`src/shared/irqc_consts.svh`:
```
`ifndef IRQC_CONSTS_SVH
`define IRQC_CONSTS_SVH

// register byte addresses
`define TIMER_CTRL_ADDR     32'h0000_0088
`define SERIAL_FLAGS_ADDR   32'h0000_0098
`define IRQ_ENABLE_ADDR     32'h0000_00A8
`define PRIORITY_ADDR       32'h0000_00B8
`define TIMER_TWO_CTRL_ADDR 32'h0000_00C8
`define STATUS_ADDR         32'h0000_00D0

// enable register fields
`define GLOBAL_EN_BIT       7
`define RESERVED_IE_BIT     6
`define SRC_BITS            6

// timer control fields
`define EXT0_SENSE_BIT      0
`define EXT0_FLAG_BIT       1
`define EXT1_SENSE_BIT      2
`define EXT1_FLAG_BIT       3
`define TF0_BIT             5
`define TF1_BIT             7

// serial flags fields
`define RX_DONE_BIT         0
`define TX_DONE_BIT         1

// timer two control fields
`define TF2_BIT             7
`define TIMER_TWO_EXTERNAL_FLAG_BIT            6
`define BAUD_MODE_BIT       4
`define EXT_ENABLE_BIT      3

// status fields
`define ST_REQ_BIT          0
`define ST_LO_BIT           1
`define ST_HI_BIT           2
`define ST_SRC_LSB          4
`define ST_WD_BIT           7

// reset values
`define IE_RESET            8'h00
`define PRIO_RESET          8'h00
`define CTRL_RESET          8'h00

// vectors
`define VEC_RESET           16'h0000
`define VEC_EXT0            16'h0003
`define VEC_T0              16'h000B
`define VEC_EXT1            16'h0013
`define VEC_T1              16'h001B
`define VEC_SERIAL          16'h0023
`define VEC_T2              16'h002B
`define ERASED_BYTE         8'hFF

`endif

```
`src/shared/irqc_pkg.sv`:
```
`default_nettype none
package irqc_pkg;
	typedef enum logic [2:0] {
		SRC_EXT0   = 3'h0,
		SRC_T0     = 3'h1,
		SRC_EXT1   = 3'h2,
		SRC_T1     = 3'h3,
		SRC_SERIAL = 3'h4,
		SRC_T2     = 3'h5
	} src_t;
	typedef logic [7:0] reg8_t;
endpackage
`default_nettype wire

```
`src/irq_controller.sv`:
```
// The AHB-Lite slave port was decided locally.
`timescale 1ns/1ps
`default_nettype none
`include "irqc_consts.svh"

// Summary of operation
// - global enable bit 7 clear blocks every request; set lets source bits gate
// - source enables: bit5 timer two, 4 serial, 3 timer one, 2 ext1, 1 timer0, 0 ext0
// - vectors 0000h reset, 0003h, 000Bh, 0013h, 001Bh, 0023h, 002Bh
// - erased first program byte sends boot to in-system programming routine
// - sense bit one: falling edge on external pin raises request
// - sense bit zero: low level on external pin raises request
// - external request flags live in timer control register
// - edge-sensed external flag clears when service begins
// - level-sensed external flag stays on service; software clears it
// - timer zero and one rollovers request; not timer zero in mode 3
// - timer zero and one flags clear when service begins
// - timer two requests on overflow or external flag, one shared vector
// - timer two overflow flag on rollover, external flag on falling pin
// - timer two flags survive service; software finds and clears them
// - software may set or clear every flag, same effect as hardware
// - baud mode rollover sets no timer two overflow flag
// - baud mode external edge sets flag without reload
// - eight sources plus watchdog on seven vectors
// - same level order: ext0, timer0, ext1, timer1, serial, timer two
// - priority bit one beats every source with priority bit zero
// - enable register resets to zero
// - serial done flags survive service; software clears them
module irq_controller #(
	parameter int unsigned VECTOR_W   = 16,
	parameter logic [15:0] ISP_VECTOR = 16'hF000
) (
	input  wire logic                CLK,
	input  wire logic                SRST,
	input  wire logic                HSEL,
	input  wire logic [31:0]         HADDR,
	input  wire logic [1:0]          HTRANS,
	input  wire logic                HWRITE,
	input  wire logic [2:0]          HSIZE,
	input  wire logic [31:0]         HWDATA,
	input  wire logic                HREADY,
	output var  logic [31:0]         HRDATA,
	output var  logic                HREADYOUT,
	output var  logic                HRESP,
	input  wire logic                EXT_REQUEST_PIN_ZERO_N,
	input  wire logic                EXT_REQUEST_PIN_ONE_N,
	input  wire logic                TIMER_TWO_EXTERNAL_PIN,
	input  wire logic                TIMER_ZERO_ROLLOVER,
	input  wire logic                TIMER_ZERO_MODE3,
	input  wire logic                TIMER_ONE_ROLLOVER,
	input  wire logic                TIMER_TWO_ROLLOVER,
	input  wire logic                SERIAL_RX_DONE,
	input  wire logic                SERIAL_TX_DONE,
	input  wire logic                WATCHDOG_RESET_CAUSE,
	input  wire logic [7:0]          BOOT_BYTE,
	input  wire logic                IRQ_ACK,
	input  wire logic                IRQ_RETURN,
	output var  logic                IRQ_REQ,
	output var  logic [VECTOR_W-1:0] IRQ_VECTOR,
	output var  logic [VECTOR_W-1:0] BOOT_VECTOR,
	output var  logic                TIMER_TWO_RELOAD
);

	if (VECTOR_W < 16)
	begin : g_chk
		$error("VECTOR_W must be at least 16");
	end

	function automatic logic hit(input logic [31:0] a, input logic [31:0] off);
		hit = (a == off);
	endfunction

	function automatic logic [15:0] vec_of(input irqc_pkg::src_t s);
		unique case (s)
			irqc_pkg::SRC_EXT0:   vec_of = `VEC_EXT0;
			irqc_pkg::SRC_T0:     vec_of = `VEC_T0;
			irqc_pkg::SRC_EXT1:   vec_of = `VEC_EXT1;
			irqc_pkg::SRC_T1:     vec_of = `VEC_T1;
			irqc_pkg::SRC_SERIAL: vec_of = `VEC_SERIAL;
			irqc_pkg::SRC_T2:     vec_of = `VEC_T2;
			default:              vec_of = `VEC_RESET;
		endcase
	endfunction

	// lowest index wins within one level
	function automatic irqc_pkg::src_t pick(input logic [5:0] m);
		pick = irqc_pkg::SRC_EXT0;
		for (int i = 5; i >= 0; i--)
		begin
			if (m[i])
			begin
				pick = irqc_pkg::src_t'(3'(i));
			end
		end
	endfunction

	// bus state
	logic        rd_pend_q, rd_pend_d;
	logic        wr_pend_q, wr_pend_d;
	logic [31:0] addr_q, addr_d;
	logic [31:0] hrdata_q, hrdata_d;
	logic        hready_q, hready_d;
	logic        hresp_q;

	// control registers
	irqc_pkg::reg8_t ie_q, ie_d;
	irqc_pkg::reg8_t ip_q, ip_d;
	logic            sense0_q, sense0_d;
	logic            sense1_q, sense1_d;
	logic            baud_q, baud_d;
	logic            timer_two_external_enable_q, timer_two_external_enable_d;

	// request flags
	logic ext0_q, ext0_d;
	logic ext1_q, ext1_d;
	logic tf0_q, tf0_d;
	logic tf1_q, tf1_d;
	logic tf2_q, tf2_d;
	logic timer_two_external_flag_q, timer_two_external_flag_d;
	logic ri_q, ri_d;
	logic ti_q, ti_d;

	// pin history and arbitration state
	logic            pin0_q, pin1_q, pin2_q;
	logic            insvc_hi_q, insvc_hi_d;
	logic            insvc_lo_q, insvc_lo_d;
	logic            req_q, req_d;
	logic            lvl_q, lvl_d;
	irqc_pkg::src_t  src_q, src_d;
	logic [VECTOR_W-1:0] vec_q, vec_d;
	logic            reload_q, reload_d;
	logic            started_q;
	logic            wd_q;
	logic [VECTOR_W-1:0] boot_q;

	logic       wr, acked, fall0, fall1, fall2;
	logic [7:0] w;
	logic [5:0] pend, hi_m, lo_m;

	always_comb
	begin
		wr    = wr_pend_q;
		w     = HWDATA[7:0];
		acked = IRQ_ACK && req_q;
		fall0 = pin0_q && !EXT_REQUEST_PIN_ZERO_N;
		fall1 = pin1_q && !EXT_REQUEST_PIN_ONE_N;
		fall2 = pin2_q && !TIMER_TWO_EXTERNAL_PIN;
	end

	// bus slave: writes have no wait state, reads one
	always_comb
	begin
		rd_pend_d = 1'b0;
		wr_pend_d = 1'b0;
		addr_d    = addr_q;
		hrdata_d  = hrdata_q;
		hready_d  = 1'b1;
		if (rd_pend_q)
		begin
			hrdata_d = 32'h0000_0000;
			if (hit(addr_q, `TIMER_CTRL_ADDR))
			begin
				hrdata_d[`EXT0_SENSE_BIT] = sense0_q;
				hrdata_d[`EXT0_FLAG_BIT]  = ext0_q;
				hrdata_d[`EXT1_SENSE_BIT] = sense1_q;
				hrdata_d[`EXT1_FLAG_BIT]  = ext1_q;
				hrdata_d[`TF0_BIT]        = tf0_q;
				hrdata_d[`TF1_BIT]        = tf1_q;
			end
			if (hit(addr_q, `SERIAL_FLAGS_ADDR))
			begin
				hrdata_d[`RX_DONE_BIT] = ri_q;
				hrdata_d[`TX_DONE_BIT] = ti_q;
			end
			if (hit(addr_q, `IRQ_ENABLE_ADDR))
			begin
				hrdata_d[7:0] = ie_q;
			end
			if (hit(addr_q, `PRIORITY_ADDR))
			begin
				hrdata_d[7:0] = ip_q;
			end
			if (hit(addr_q, `TIMER_TWO_CTRL_ADDR))
			begin
				hrdata_d[`TF2_BIT]        = tf2_q;
				hrdata_d[`TIMER_TWO_EXTERNAL_FLAG_BIT]       = timer_two_external_flag_q;
				hrdata_d[`BAUD_MODE_BIT]  = baud_q;
				hrdata_d[`EXT_ENABLE_BIT] = timer_two_external_enable_q;
			end
			if (hit(addr_q, `STATUS_ADDR))
			begin
				hrdata_d[`ST_REQ_BIT] = req_q;
				hrdata_d[`ST_LO_BIT]  = insvc_lo_q;
				hrdata_d[`ST_HI_BIT]  = insvc_hi_q;
				hrdata_d[`ST_SRC_LSB +: 3] = src_q;
				hrdata_d[`ST_WD_BIT]  = wd_q;
			end
		end
		else if (HSEL && HREADY && HTRANS[1])
		begin
			addr_d    = HADDR;
			rd_pend_d = !HWRITE;
			wr_pend_d = HWRITE;
			hready_d  = HWRITE;
		end
	end

	// control registers and flags; a hardware set beats a same-cycle clear
	always_comb
	begin
		ie_d     = ie_q;
		ip_d     = ip_q;
		sense0_d = sense0_q;
		sense1_d = sense1_q;
		baud_d   = baud_q;
		timer_two_external_enable_d  = timer_two_external_enable_q;
		ext0_d   = ext0_q;
		ext1_d   = ext1_q;
		tf0_d    = tf0_q;
		tf1_d    = tf1_q;
		tf2_d    = tf2_q;
		timer_two_external_flag_d   = timer_two_external_flag_q;
		ri_d     = ri_q;
		ti_d     = ti_q;
		if (wr && hit(addr_q, `IRQ_ENABLE_ADDR))
		begin
			ie_d = w;
			ie_d[`RESERVED_IE_BIT] = 1'b0;
		end
		if (wr && hit(addr_q, `PRIORITY_ADDR))
		begin
			ip_d = {2'b00, w[`SRC_BITS-1:0]};
		end
		if (wr && hit(addr_q, `TIMER_CTRL_ADDR))
		begin
			sense0_d = w[`EXT0_SENSE_BIT];
			sense1_d = w[`EXT1_SENSE_BIT];
			ext0_d   = w[`EXT0_FLAG_BIT];
			ext1_d   = w[`EXT1_FLAG_BIT];
			tf0_d    = w[`TF0_BIT];
			tf1_d    = w[`TF1_BIT];
		end
		if (wr && hit(addr_q, `SERIAL_FLAGS_ADDR))
		begin
			ri_d = w[`RX_DONE_BIT];
			ti_d = w[`TX_DONE_BIT];
		end
		if (wr && hit(addr_q, `TIMER_TWO_CTRL_ADDR))
		begin
			tf2_d   = w[`TF2_BIT];
			timer_two_external_flag_d  = w[`TIMER_TWO_EXTERNAL_FLAG_BIT];
			baud_d  = w[`BAUD_MODE_BIT];
			timer_two_external_enable_d = w[`EXT_ENABLE_BIT];
		end
		if (acked)
		begin
			unique case (src_q)
				irqc_pkg::SRC_EXT0:
				begin
					if (sense0_q)
					begin
						ext0_d = 1'b0;
					end
				end
				irqc_pkg::SRC_EXT1:
				begin
					if (sense1_q)
					begin
						ext1_d = 1'b0;
					end
				end
				irqc_pkg::SRC_T0:     tf0_d = 1'b0;
				irqc_pkg::SRC_T1:     tf1_d = 1'b0;
				irqc_pkg::SRC_SERIAL: ri_d  = ri_d;
				irqc_pkg::SRC_T2:     tf2_d = tf2_d;
				default:              tf2_d = tf2_d;
			endcase
		end
		if (sense0_q ? fall0 : !EXT_REQUEST_PIN_ZERO_N)
		begin
			ext0_d = 1'b1;
		end
		if (sense1_q ? fall1 : !EXT_REQUEST_PIN_ONE_N)
		begin
			ext1_d = 1'b1;
		end
		if (TIMER_ZERO_ROLLOVER && !TIMER_ZERO_MODE3)
		begin
			tf0_d = 1'b1;
		end
		if (TIMER_ONE_ROLLOVER)
		begin
			tf1_d = 1'b1;
		end
		if (TIMER_TWO_ROLLOVER && !baud_q)
		begin
			tf2_d = 1'b1;
		end
		if (fall2 && timer_two_external_enable_q)
		begin
			timer_two_external_flag_d = 1'b1;
		end
		if (SERIAL_RX_DONE)
		begin
			ri_d = 1'b1;
		end
		if (SERIAL_TX_DONE)
		begin
			ti_d = 1'b1;
		end
		reload_d = fall2 && timer_two_external_enable_q && !baud_q;
	end

	// arbitration and nesting
	always_comb
	begin
		pend = {tf2_q || timer_two_external_flag_q, ri_q || ti_q, tf1_q, ext1_q, tf0_q, ext0_q};
		pend = pend & ie_q[`SRC_BITS-1:0];
		pend = pend & {`SRC_BITS{ie_q[`GLOBAL_EN_BIT]}};
		hi_m = pend & ip_q[`SRC_BITS-1:0];
		lo_m = pend & ~ip_q[`SRC_BITS-1:0];
		insvc_hi_d = insvc_hi_q;
		insvc_lo_d = insvc_lo_q;
		if (IRQ_RETURN)
		begin
			if (insvc_hi_q)
			begin
				insvc_hi_d = 1'b0;
			end
			else
			begin
				insvc_lo_d = 1'b0;
			end
		end
		if (acked)
		begin
			if (lvl_q)
			begin
				insvc_hi_d = 1'b1;
			end
			else
			begin
				insvc_lo_d = 1'b1;
			end
		end
		req_d = 1'b0;
		lvl_d = lvl_q;
		src_d = src_q;
		if (|hi_m && !insvc_hi_q)
		begin
			req_d = !acked;
			lvl_d = 1'b1;
			src_d = pick(hi_m);
		end
		else if (|lo_m && !insvc_hi_q && !insvc_lo_q)
		begin
			req_d = !acked;
			lvl_d = 1'b0;
			src_d = pick(lo_m);
		end
		vec_d = VECTOR_W'(vec_of(src_d));
	end

	always_ff @(posedge CLK)
	begin
		if (SRST)
		begin
			rd_pend_q  <= 1'b0;
			wr_pend_q  <= 1'b0;
			addr_q     <= 32'h0000_0000;
			hrdata_q   <= 32'h0000_0000;
			hready_q   <= 1'b1;
			hresp_q    <= 1'b0;
			ie_q       <= `IE_RESET;
			ip_q       <= `PRIO_RESET;
			sense0_q   <= 1'b0;
			sense1_q   <= 1'b0;
			baud_q     <= 1'b0;
			timer_two_external_enable_q    <= 1'b0;
			ext0_q     <= 1'b0;
			ext1_q     <= 1'b0;
			tf0_q      <= 1'b0;
			tf1_q      <= 1'b0;
			tf2_q      <= 1'b0;
			timer_two_external_flag_q     <= 1'b0;
			ri_q       <= 1'b0;
			ti_q       <= 1'b0;
			pin0_q     <= 1'b1;
			pin1_q     <= 1'b1;
			pin2_q     <= 1'b1;
			insvc_hi_q <= 1'b0;
			insvc_lo_q <= 1'b0;
			req_q      <= 1'b0;
			lvl_q      <= 1'b0;
			src_q      <= irqc_pkg::SRC_EXT0;
			vec_q      <= VECTOR_W'(`VEC_RESET);
			reload_q   <= 1'b0;
			started_q  <= 1'b0;
			wd_q       <= 1'b0;
			boot_q     <= VECTOR_W'(`VEC_RESET);
		end
		else
		begin
			rd_pend_q  <= rd_pend_d;
			wr_pend_q  <= wr_pend_d;
			addr_q     <= addr_d;
			hrdata_q   <= hrdata_d;
			hready_q   <= hready_d;
			ie_q       <= ie_d;
			ip_q       <= ip_d;
			sense0_q   <= sense0_d;
			sense1_q   <= sense1_d;
			baud_q     <= baud_d;
			timer_two_external_enable_q    <= timer_two_external_enable_d;
			ext0_q     <= ext0_d;
			ext1_q     <= ext1_d;
			tf0_q      <= tf0_d;
			tf1_q      <= tf1_d;
			tf2_q      <= tf2_d;
			timer_two_external_flag_q     <= timer_two_external_flag_d;
			ri_q       <= ri_d;
			ti_q       <= ti_d;
			pin0_q     <= EXT_REQUEST_PIN_ZERO_N;
			pin1_q     <= EXT_REQUEST_PIN_ONE_N;
			pin2_q     <= TIMER_TWO_EXTERNAL_PIN;
			insvc_hi_q <= insvc_hi_d;
			insvc_lo_q <= insvc_lo_d;
			req_q      <= req_d;
			lvl_q      <= lvl_d;
			src_q      <= src_d;
			vec_q      <= vec_d;
			reload_q   <= reload_d;
			started_q  <= 1'b1;
			if (!started_q)
			begin
				wd_q <= WATCHDOG_RESET_CAUSE;
				boot_q <= (BOOT_BYTE == `ERASED_BYTE) ? VECTOR_W'(ISP_VECTOR)
					: VECTOR_W'(`VEC_RESET);
			end
		end
	end

	assign HRDATA           = hrdata_q;
	assign HREADYOUT        = hready_q;
	assign HRESP            = hresp_q;
	assign IRQ_REQ          = req_q;
	assign IRQ_VECTOR       = vec_q;
	assign BOOT_VECTOR      = boot_q;
	assign TIMER_TWO_RELOAD = reload_q;
endmodule
`default_nettype wire

```
`config.mk`:
```
export PLATFORM = sky130hd
export DESIGN_NAME = irq_controller
export DESIGN_NICKNAME = d
export VERILOG_FILES = /design/src/shared/irqc_pkg.sv /design/src/irq_controller.sv
export VERILOG_INCLUDE_DIRS = /design/src /design/src/shared
export SDC_FILE = /design/constraint.sdc
export NUM_CORES = 1
export LEC_CHECK = 0
export BUFFER_PORTS_ARGS = -buffer_cell sky130_fd_sc_hd__buf_2
export CAP_MARGIN = 20
export CORE_ASPECT_RATIO = 0.9
export CORE_MARGIN = 2
export CORE_UTILIZATION = 44
export CTS_CLUSTER_SIZE = 8
export DETAILED_ROUTE_END_ITERATION = 8
export PLACE_DENSITY = 0.76
export RECOVER_POWER = 50
export SYNTH_ARGS = -nofsm -noshare
export SYNTH_HDL_FRONTEND = slang
export SYNTH_SLANG_ARGS = --single-unit
```
`constraint.sdc`:
```
create_clock -name CLK -period 2.1 [get_ports CLK]
set_input_delay 0.21 -clock CLK [delete_from_list [all_inputs] [get_ports CLK]]
set_output_delay 0.21 -clock CLK [all_outputs]
set_load 0.02 [all_outputs]
```
==> results.py, run 1 <==
metrics = {
    "outcome": {
        "status": "finished, final reports clean",
    },
    "floorplan": {
        "rows": 33,
        "coreArea_um2": 9130,
        "die_area_um2": 10200,
        "io_pins": 162,
        "die_y_um": 96.2,
        "die_x_um": 106,
        "initial_core_util_pct": 45.5,
    },
    "cells_and_area": {
        "nets": 653,
        "num-fill-cells": 879,
        "drive_gt1_share_pct": 21.8,
        "diodes": 0,
        "final_cells": 685,
        "syn_to_final_growth_pct": 13.9,
        "final_area_um2": 4730,
    },
    "worst_setup_path": {
        "max_stage_delay_ns": 0.34,
        "cp_top_family": "simple AND/OR/NAND/NOR gates",
        "cp-start-kind": "flop",
        "arrival_ns": 2.24,
        "cp_slowest_cell": "dfxtp_1",
        "path_max_fanout": 6,
        "cp_num_buf_inv": 3,
        "path_cells": "nor4_4 > nand3_2 > buf_4 > nor3_4 > buf_4 > nand4_1 > buf_4 > mux2i_1 > nor2_1",
        "crit_path_end_kind": "flop",
        "crit_type": "reg2reg",
        "cp.required_ns": 2.34,
        "crit_path_frequent_cell": "buf_4",
    },
    "detailed_routing": {
        "drc": 0,
        "routed_wl_um": 9660,
        "num_vias": 3516,
        "ant_nets": 0,
        "routedWlPerCell_um": 14.1,
        "first_pass_iters": 4,
        "viasPerCell": 5.13,
        "dr.first_iter.drc_count": 167,
    },
    "global_route": {
        "gr-total-overflow": 0,
        "grt_pass1_vias": 3230,
        "grt_antenna_before_repair": 0,
        "grt_max_degree": 76,
        "grt_pass1_wl_um": 15400,
        "grt_usage_pct": 19.2,
    },
    "placement": {
        "globalplace.congestion": 0.888,
        "hpwl_um": 7140,
        "dp_cells": 668,
        "portBuffers": 85,
        "dp_slack_ns": 0.00726,
        "postPlaceCellArea_um2": 4540,
    },
    "power_and_ir_drop": {
        "sequentialPowerShare_pct": 56.2,
        "powerDensity_nw_per_um2": 643,
        "clock_power_share_pct": 33.1,
        "p_int_uw": 2210,
        "power.switching_uw": 833,
        "p_leak_uw": 0.00197,
        "peakVddDrop_mv": 0.297,
        "p_comb_share_pct": 10.7,
        "p_sw_share_pct": 27.4,
    },
    "clock_tree": {
        "hold_buffers": 0,
        "htree_levels": 3,
        "numCtsBuffers": 9,
        "path_clk_slew_ns": 0.09,
        "clockBufferDepth": 2,
        "root_buffer": "clkbuf_8",
        "clock_latency_ns": 0.36,
        "cts_sinks": 86,
        "cts_tree": "done",
    },
    "logic_synthesis": {
        "yosysWarnings": 0,
        "synth_top_area_cell": "dfxtp_1",
        "synth_xor_area_share_pct": 0,
        "synth_common_cells": "dfxtp_1, nand2_1, buf_4",
        "synth_top_family_by_area": "simple AND/OR/NAND/NOR gates",
        "syn_avg_cell_area_um2": 8.72,
        "ys_seq_elements": 86,
        "synth_area_um2": 4150,
        "synth-simple-area-share_pct": 24.2,
        "yosysUniqueCellTypes": 56,
        "ys_seq_area_share_pct": 41.5,
        "synth_compound_area_share_pct": 15.2,
        "synthAdderAreaFrac_pct": 0,
        "synth_area_leaders": "dfxtp_1, buf_4, nand2_1",
        "synthMostInstantiatedCell": "dfxtp_1",
        "yosysTopAreaCellShare_pct": 41.5,
        "async_flop_share_pct": 0,
        "synthCells": 476,
        "synth_flop_cell": "dfxtp_1",
        "synth_edf_count": 0,
        "synth_mux_area_share_pct": 6.81,
    },
    "sta": {
        "relSlewSlack_pct": 59.5,
        "fin_skew_ns": 0.00989,
        "slew_viol_final": 0,
        "setup_ws_ns": 0.0995,
        "setup_viol": 0,
        "fmax_ghz": 0.500,
        "hold_viol": 0,
        "fin_crit_sh_pct": 95.3,
        "fin_crit_ns": 2.00,
        "max_slew.worst_pin.slew_ns": 0.607,
        "holdWs_ns": 0.0552,
        "setup-tns-final_ns": 0,
    },
    "job": {
        "maxCapViolCount": 0,
    },
    "hold_path": {
        "min_path_type": "in2reg",
    },
}
[through the flow]
step	total power [uW]	utilization, %
global route	3170	51.8
CTS	3050	51.7
floorplan	2020	-
global placement	2050	49.8
detailed placement	2060	49.8
finish	3040	51.8
[cell families after synthesis]
kind of cell / after synthesis
AOI/OAI and AO/OA: 95
DFF: 86
muxes: 28
buffers and inverters: 83
and+or+nand+nor: 183
other: 1
[placed cells by master (no fill, tap or decap), types with 9 or more instances in the layout]
cell type,n
clkbuf_1,21
mux2i_1,26
buf_2,64
nor2_1,37
clkbuf_8,9
nand2_1,77
buf_4,13
conb_1,48
dfxtp_1,85
a21oi_1,44
[area by class of cell]
type	instances	area, um^2	share of cell area (%)
clock buffer	9	124	2.62
clock inverter	6	40.0	0.847
inverter	7	26.3	0.556
multi-input combinational	354	2130	45.2
sequential	86	1720	36.4
tap	122	153	3.23
timing repair buffer	101	527	11.1
[routing by layer]
layer | wire, um | global-route usage, %
met1 | 4340 | 24.5
met2 | 4520 | 32.4
met3 | 639 | 4.13
met4 | 155 | 6.47
met5 | 0 | 0
[state kept, by name (all words and copies together), names as in the netlist, 3 cells and up]
name,cells
ie_q,7
src_q,3
HRDATA,8
ip_q,6
addr_q,32
IRQ_VECTOR,4
[final timing paths]
path                          startpoint         to  slack (ns)  cells past startpoint
hold / removal    EXT_REQUEST_PIN_ZERO_N     pin0_q        0.06                      2
setup reg to reg              addr_q[25]    ip_q[1]         0.1                      9
setup / recovery              addr_q[25]    ip_q[1]         0.1                      9
hold reg to reg                addr_q[7]  addr_q[7]        0.46                      2
[repair_timing]
| item | 4_1_cts | 5_1_grt |
|---|---|---|
| buffers inserted | 0 | 2 |
| pin swaps | 0 | 3 |
| gates cloned | 0 | 0 |
| gates resized for setup | 1 | 5 |
| setup endpoints to repair | 1 | 12 |
[power by group through the flow]
stage	registers, uW	logic [uW]	clock network (uW)
global placement	1740	312	0
floorplan	1740	280	0
detailed placement	1740	318	0
finish	1710	326	1010
CTS	1700	319	1030
global route	1710	359	1100
(Power assumes the default switching activity.)
==> run 2: changes to the inputs <==
- ABC_AREA: unset -> 1
- CORE_UTILIZATION: 44 -> 45
- PLACE_DENSITY: 0.76 -> 0.77
==> run 2 against run 1 <==
Critical path depth rose by 1. Count of clock-buffer cells in the layout increased by 1. Clock skew up 0.0037 ns. Register-to-register slack better by 0.11 ns. Sequential share of layout area fell by 0.88 points. Maximum frequency rose by 5.6%. Combinational power is 24% higher. Power is 4.9% higher. Synthesized cell count rose by 27%. Hold slack worse by 0.012 ns. Non-clock buffer count decreased by 12.
==> results.py, run 2 <==
metrics = {
    "cells_and_area": {
        "nets": 772,
        "final_util_pct": 50.4,
        "final_common_cell": "nand2_1",
        "largest_reg_flops": 32,
        "drive_gt1_share_pct": 18.0,
        "top_register": "addr_q",
        "layout_common_cells": "nand2_1, dfxtp_1, nor2_1",
        "diodes": 0,
        "syn_to_final_growth_pct": 9.88,
        "final_cells": 809,
    },
    "floorplan": {
        "die_y_um": 97.9,
        "rows": 34,
        "io_pins": 162,
        "coreArea_um2": 9610,
        "die_area_um2": 10600,
        "die_x_um": 108,
        "initial_core_util_pct": 45.8,
    },
    "logic_synthesis": {
        "synth_top_area_cell": "dfxtp_1",
        "ys_seq_area_share_pct": 39.1,
        "synth_flop_cell": "dfxtp_1",
        "synth_area_leaders": "dfxtp_1, buf_4, nand2_1",
        "syn_avg_cell_area_um2": 7.27,
        "synth_area_um2": 4410,
        "synth_common_cells": "nand2_1, dfxtp_1, nor2_1",
        "synth_edf_count": 0,
        "yosysTopAreaCellShare_pct": 39.1,
        "yosysWarnings": 0,
        "synthMostInstantiatedCell": "nand2_1",
        "async_flop_share_pct": 0,
        "synthCells": 606,
        "ys_seq_elements": 86,
        "yosysUniqueCellTypes": 39,
    },
    "placement": {
        "hpwl_um": 7590,
        "dp_slack_ns": 0.287,
        "globalplace.congestion": 0.913,
        "portBuffers": 85,
        "dp_cells": 793,
    },
    "worst_setup_path": {
        "cp.required_ns": 2.33,
        "crit_type": "reg2reg",
        "reg2reg_to": "IRQ_VECTOR[1]",
        "cp_top_family": "simple AND/OR/NAND/NOR gates",
        "r2r_setup_slack_ns": 0.21,
        "crit_path_end_kind": "flop",
        "cp_num_buf_inv": 1,
        "r2r_start": "ie_q[7]",
        "arrival_ns": 2.12,
        "cp_slowest_cell": "dfxtp_1",
        "crit_path_frequent_cell": "nor2_1",
        "cp-start-kind": "flop",
        "ff2ff_path_depth": 10,
        "max_stage_delay_ns": 0.49,
        "path_cells": "nand3_1 > nor2_1 > nor2_1 > nand2_1 > o21bai_1 > nand2_2 > inv_2 > a21oi_1 > nor2_1 > nor2_1",
        "path_max_fanout": 16,
    },
    "sta": {
        "slew_viol_final": 0,
        "rsz0062_at_grt": "no",
        "relSlewSlack_pct": 48.0,
        "hold_viol": 0,
        "fin_crit_ns": 1.89,
        "fin_skew_ns": 0.0136,
        "fmax_ghz": 0.528,
        "max_slew.worst_pin.slew_ns": 0.780,
        "setup_ws_ns": 0.206,
        "setup-tns-final_ns": 0,
        "fin_crit_sh_pct": 90.2,
        "setup_viol": 0,
    },
    "global_route": {
        "grt_antenna_before_repair": 0,
        "grt_pass1_vias": 3659,
        "gr-total-overflow": 0,
        "grt_max_degree": 49,
        "grt_usage_pct": 19.3,
        "grt_pass1_wl_um": 16600,
    },
    "clock_tree": {
        "cts_sinks": 86,
        "path_clk_slew_ns": 0.09,
        "hold_buffers": 0,
        "clock_latency_ns": 0.35,
        "post_cts_resized": 0,
        "cts_tree": "done",
        "htree_levels": 3,
        "postCtsSetupBuffers": 0,
        "root_buffer": "clkbuf_8",
        "numCtsBuffers": 9,
        "clockBufferDepth": 2,
    },
    "power_and_ir_drop": {
        "power.switching_uw": 921,
        "sequentialPowerShare_pct": 53.6,
        "p_leak_uw": 0.00205,
        "p_sw_share_pct": 28.9,
        "p_total_uw": 3190,
        "powerDensity_nw_per_um2": 659,
        "p_int_uw": 2270,
        "p_comb_share_pct": 12.6,
        "peakVddDrop_mv": 0.451,
        "clock_power_share_pct": 33.7,
    },
    "detailed_routing": {
        "top_layer_used": "met4",
        "routed_wl_um": 9940,
        "dr_wl_met2_um": 4360,
        "routedWlPerCell_um": 12.3,
        "num_vias": 3981,
        "drc": 0,
        "dr_wl_met3_um": 748,
        "dr.first_iter.drc_count": 232,
        "first_pass_iters": 5,
        "ant_nets": 0,
        "routedLengthMet1_um": 4680,
        "viasPerCell": 4.92,
    },
    "hold_path": {
        "min_path_type": "in2reg",
        "holdCritStartpoint": "EXT_REQUEST_PIN_ONE_N",
        "hold_path_depth": 3,
        "holdPathEnd": "pin1_q",
    },
    "outcome": {
        "status": "finished, final reports clean",
    },
    "job": {
        "maxCapViolCount": 0,
    },
}
run 2: how the worst max path moves through the flow:
stage / start / end / slack (ns) / cells past startpoint
after floorplan: addr_q[1] / ext1_q / 0.61 / 11
after global placement: ie_q[7] / IRQ_VECTOR[3] / 0.34 / 10
after detailed placement: addr_q[17] / tf2_q / 0.29 / 10
after CTS: addr_q[17] / tf2_q / 0.27 / 10
after global routing: ie_q[7] / IRQ_VECTOR[1] / 0.05 / 10
final: ie_q[7] / IRQ_VECTOR[1] / 0.21 / 10
run 2: through the flow:
step / cell area (um^2) / hold slack [ns]
final: 4840 / 0.0436
after detailed placement: 4690 / 0.413
after global placement: 4690 / 0.409
after CTS: 4880 / 0.0383
after global routing: 4840 / 0.0497
after floorplan: 4580 / 0.302
run 2: power by group through the flow:
stage | Sequential (uW) | Clock (uW) | Combinational [uW]
detailed placement | 1750 | 0 | 403
finish | 1710 | 1080 | 403
floorplan | 1740 | 0 | 365
global route | 1720 | 1170 | 451
global placement | 1750 | 0 | 395
CTS | 1710 | 1100 | 404
run 2: cell families (layout without fill, tap and decap cells):
group,count (synthesis),in the layout,synth area share [%]
flops,86,86,39.1
compound gates,122,122,16.4
buf+inv,145,175,17.7
other cells,1,48,0.0851
simple gates,252,252,26.8
run 2: per-layer routing:
layer  vias up  track usage (%)
met3        11             3.67
met2       165             29.9
met5         -                0
met1      1785             27.2
li1       2020                -
met4         0             5.92
run 2: worst reg2reg max path, delay by kind of cell, from the launching register on:
| family | cells | cell delay (ns) |
|---|---|---|
| and+or+nand+nor | 7 | 0.83 |
| AOI/OAI and AO/OA | 2 | 0.38 |
| DFF | 1 | 0.49 |
| buffers and inverters | 1 | 0.08 |
run 2: area by class of cell:
class | count | area, um^2
clock inverters | 6 | 46.3
inverters | 70 | 263
repair buffers | 89 | 437
flip-flops and latches | 86 | 1720
multi-input cells | 422 | 2080
clock buffers | 10 | 138
well taps | 126 | 158
fillers | 973 | 4770
==> run 3: changes to the inputs <==
- CELL_PAD_IN_SITES_DETAIL_PLACEMENT: unset -> 0
- CELL_PAD_IN_SITES_GLOBAL_PLACEMENT: unset -> 1
- CORE_UTILIZATION: 45 -> 31
- PLACE_DENSITY: 0.77 -> unset
- PLACE_DENSITY_LB_ADDON: unset -> 0.1
==> run 3 against run 2 <==
Combinational power up 3%. Highest routed layer unchanged. Critical endpoint unchanged. Design area grew 4.1%. First-iteration DRC count is 0.86% higher. Power increased by 13%.
==> results.py, run 3 (synthesis results as in run 2) <==
metrics = {
    "sta": {
        "fmax_ghz": 0.539,
        "setup_viol": 0,
        "fin_crit_sh_pct": 88.3,
        "fin_crit_ns": 1.85,
        "hold_viol": 0,
        "slew_viol_final": 0,
        "relSlewSlack_pct": 50.5,
        "rsz0062_at_grt": "no",
        "fin_skew_ns": 0.00611,
        "max_slew.worst_pin.slew_ns": 0.743,
        "setup-tns-final_ns": 0,
    },
    "floorplan": {
        "die_y_um": 117,
        "coreArea_um2": 14000,
        "io_pins": 162,
        "die_x_um": 130,
        "initial_core_util_pct": 31.6,
        "die_area_um2": 15200,
        "rows": 41,
    },
    "placement": {
        "globalplace.congestion": 0.820,
        "hpwl_um": 8740,
        "postPlaceCellArea_um2": 4800,
        "portBuffers": 85,
    },
    "hold_path": {
        "holdPathEnd": "rd_pend_q",
        "min_path_type": "in2reg",
        "hold_path_depth": 2,
        "holdCritStartpoint": "HWRITE",
    },
    "power_and_ir_drop": {
        "clock_power_share_pct": 40.9,
        "p_sw_share_pct": 27.6,
        "p_total_uw": 3600,
        "sequentialPowerShare_pct": 47.5,
        "peakVddDrop_mv": 0.364,
        "power.switching_uw": 993,
        "p_int_uw": 2610,
        "powerDensity_nw_per_um2": 715,
        "p_comb_share_pct": 11.5,
        "p_leak_uw": 0.00211,
    },
    "cells_and_area": {
        "num-fill-cells": 1541,
        "drive_gt1_share_pct": 18.5,
        "final_common_cell": "nand2_1",
        "final_area_um2": 5040,
        "layout_common_cells": "nand2_1, dfxtp_1, nor2_1",
        "nets": 777,
        "top_register": "addr_q",
        "largest_reg_flops": 32,
        "final_util_pct": 36.1,
        "diodes": 0,
        "syn_to_final_growth_pct": 14.4,
    },
    "clock_tree": {
        "cts_tree": "done",
        "clockBufferDepth": 2,
        "root_buffer": "clkbuf_16",
        "hold_buffers": 0,
        "path_clk_slew_ns": 0.07,
        "cts_sinks": 86,
        "clock_latency_ns": 0.35,
        "numCtsBuffers": 9,
        "htree_levels": 3,
        "postCtsSetupBuffers": 0,
        "post_cts_resized": 0,
    },
    "global_route": {
        "gr-total-overflow": 0,
        "grt_usage_pct": 15.7,
        "grt_pass1_wl_um": 18300,
        "grt_max_degree": 43,
        "grt_antenna_before_repair": 0,
        "grt_pass1_vias": 3550,
    },
    "worst_setup_path": {
        "arrival_ns": 2.13,
        "cp.required_ns": 2.38,
        "reg2reg_to": "IRQ_VECTOR[1]",
        "r2r_setup_slack_ns": 0.25,
        "cp-start-kind": "flop",
        "crit_path_end_kind": "flop",
        "crit_type": "reg2reg",
        "r2r_start": "ie_q[7]",
        "ff2ff_path_depth": 10,
        "path_max_fanout": 16,
    },
    "detailed_routing": {
        "drc": 0,
        "routed_wl_um": 11200,
        "num_vias": 3902,
        "dr.first_iter.drc_count": 234,
        "ant_nets": 0,
        "routedWlPerCell_um": 12.8,
        "viasPerCell": 4.43,
        "first_pass_iters": 4,
    },
    "job": {
        "maxCapViolCount": 0,
    },
    "outcome": {
        "status": "finished, final reports clean",
    },
}
[run 3: changes by cell type in the layout (fill, tap and decap cells not counted)]
cell / change
o21bai_1: -1
clkinvlp_4: -1
buf_12: -1
clkbuf_2: -1
clkbuf_8: -10
clkbuf_1: +2
clkinv_2: +2
buf_4: +5
clkbuf_16: +9
o21bai_2: +1
[run 3: area by class of cell]
type,instances,area (um^2),area share (%)
clock buffer,9,225,4.47
multi-input combinational,422,2080,41.3
sequential,86,1720,34.2
timing repair buffer,94,457,9.06
inverter,70,263,5.21
tap,193,241,4.79
clock inverter,7,48.8,0.968
[run 3: through the flow]
step / setup WS, ns / hold slack, ns / cells
detailed placement: 0.270 / 0.419 / 865
global placement: 0.291 / 0.413 / 865
global route: 0.0405 / 0.0605 / 881
floorplan: 0.607 / 0.302 / 653
finish: 0.245 / 0.0633 / 881
CTS: 0.237 / 0.0520 / 881
[run 3: metal layers]
| layer | GRT usage [%] | vias up | share of wire [%] |
|---|---|---|---|
| li1 | - | 2029 | - |
| met1 | 22.9 | 1745 | 52 |
| met2 | 22.7 | 121 | 41 |
| met3 | 5.00 | 7 | 6.7 |
| met4 | 3.73 | 0 | 0.86 |
| met5 | 0 | - | 0 |
[run 3: how the worst max path moves through the flow]
stage	cells past startpoint	from	end
6_report	10	ie_q[7]	IRQ_VECTOR[1]
5_1_grt	10	ie_q[7]	IRQ_VECTOR[3]
4_1_cts	10	addr_q[17]	ip_q[5]
3_5_place_dp	10	addr_q[16]	ip_q[1]
3_3_place_gp	10	ie_q[7]	IRQ_VECTOR[3]
2_1_floorplan	11	addr_q[1]	ext1_q
[run 3: power groups by stage]
| stage | sequential [uW] | clock (uW) | combinational [uW] |
|---|---|---|---|
| after floorplan | 1740 | 0 | 365 |
| after global placement | 1750 | 0 | 414 |
| after detailed placement | 1750 | 0 | 420 |
| after CTS | 1710 | 1530 | 420 |
| after global routing | 1720 | 1600 | 468 |
| final | 1710 | 1470 | 414 |
[run 3: worst max-delay path, cell delays in order (launching register included)]
cell and delay, ns:
dfxtp_1 0.66, nand4_1 0.26, nand2_1 0.14, nor2_2 0.05, nand2_1 0.07, nand2_2 0.09
nand2_1 0.07, nand2_1 0.09, a21oi_1 0.19, nor2_1 0.09, nor2_1 0.09
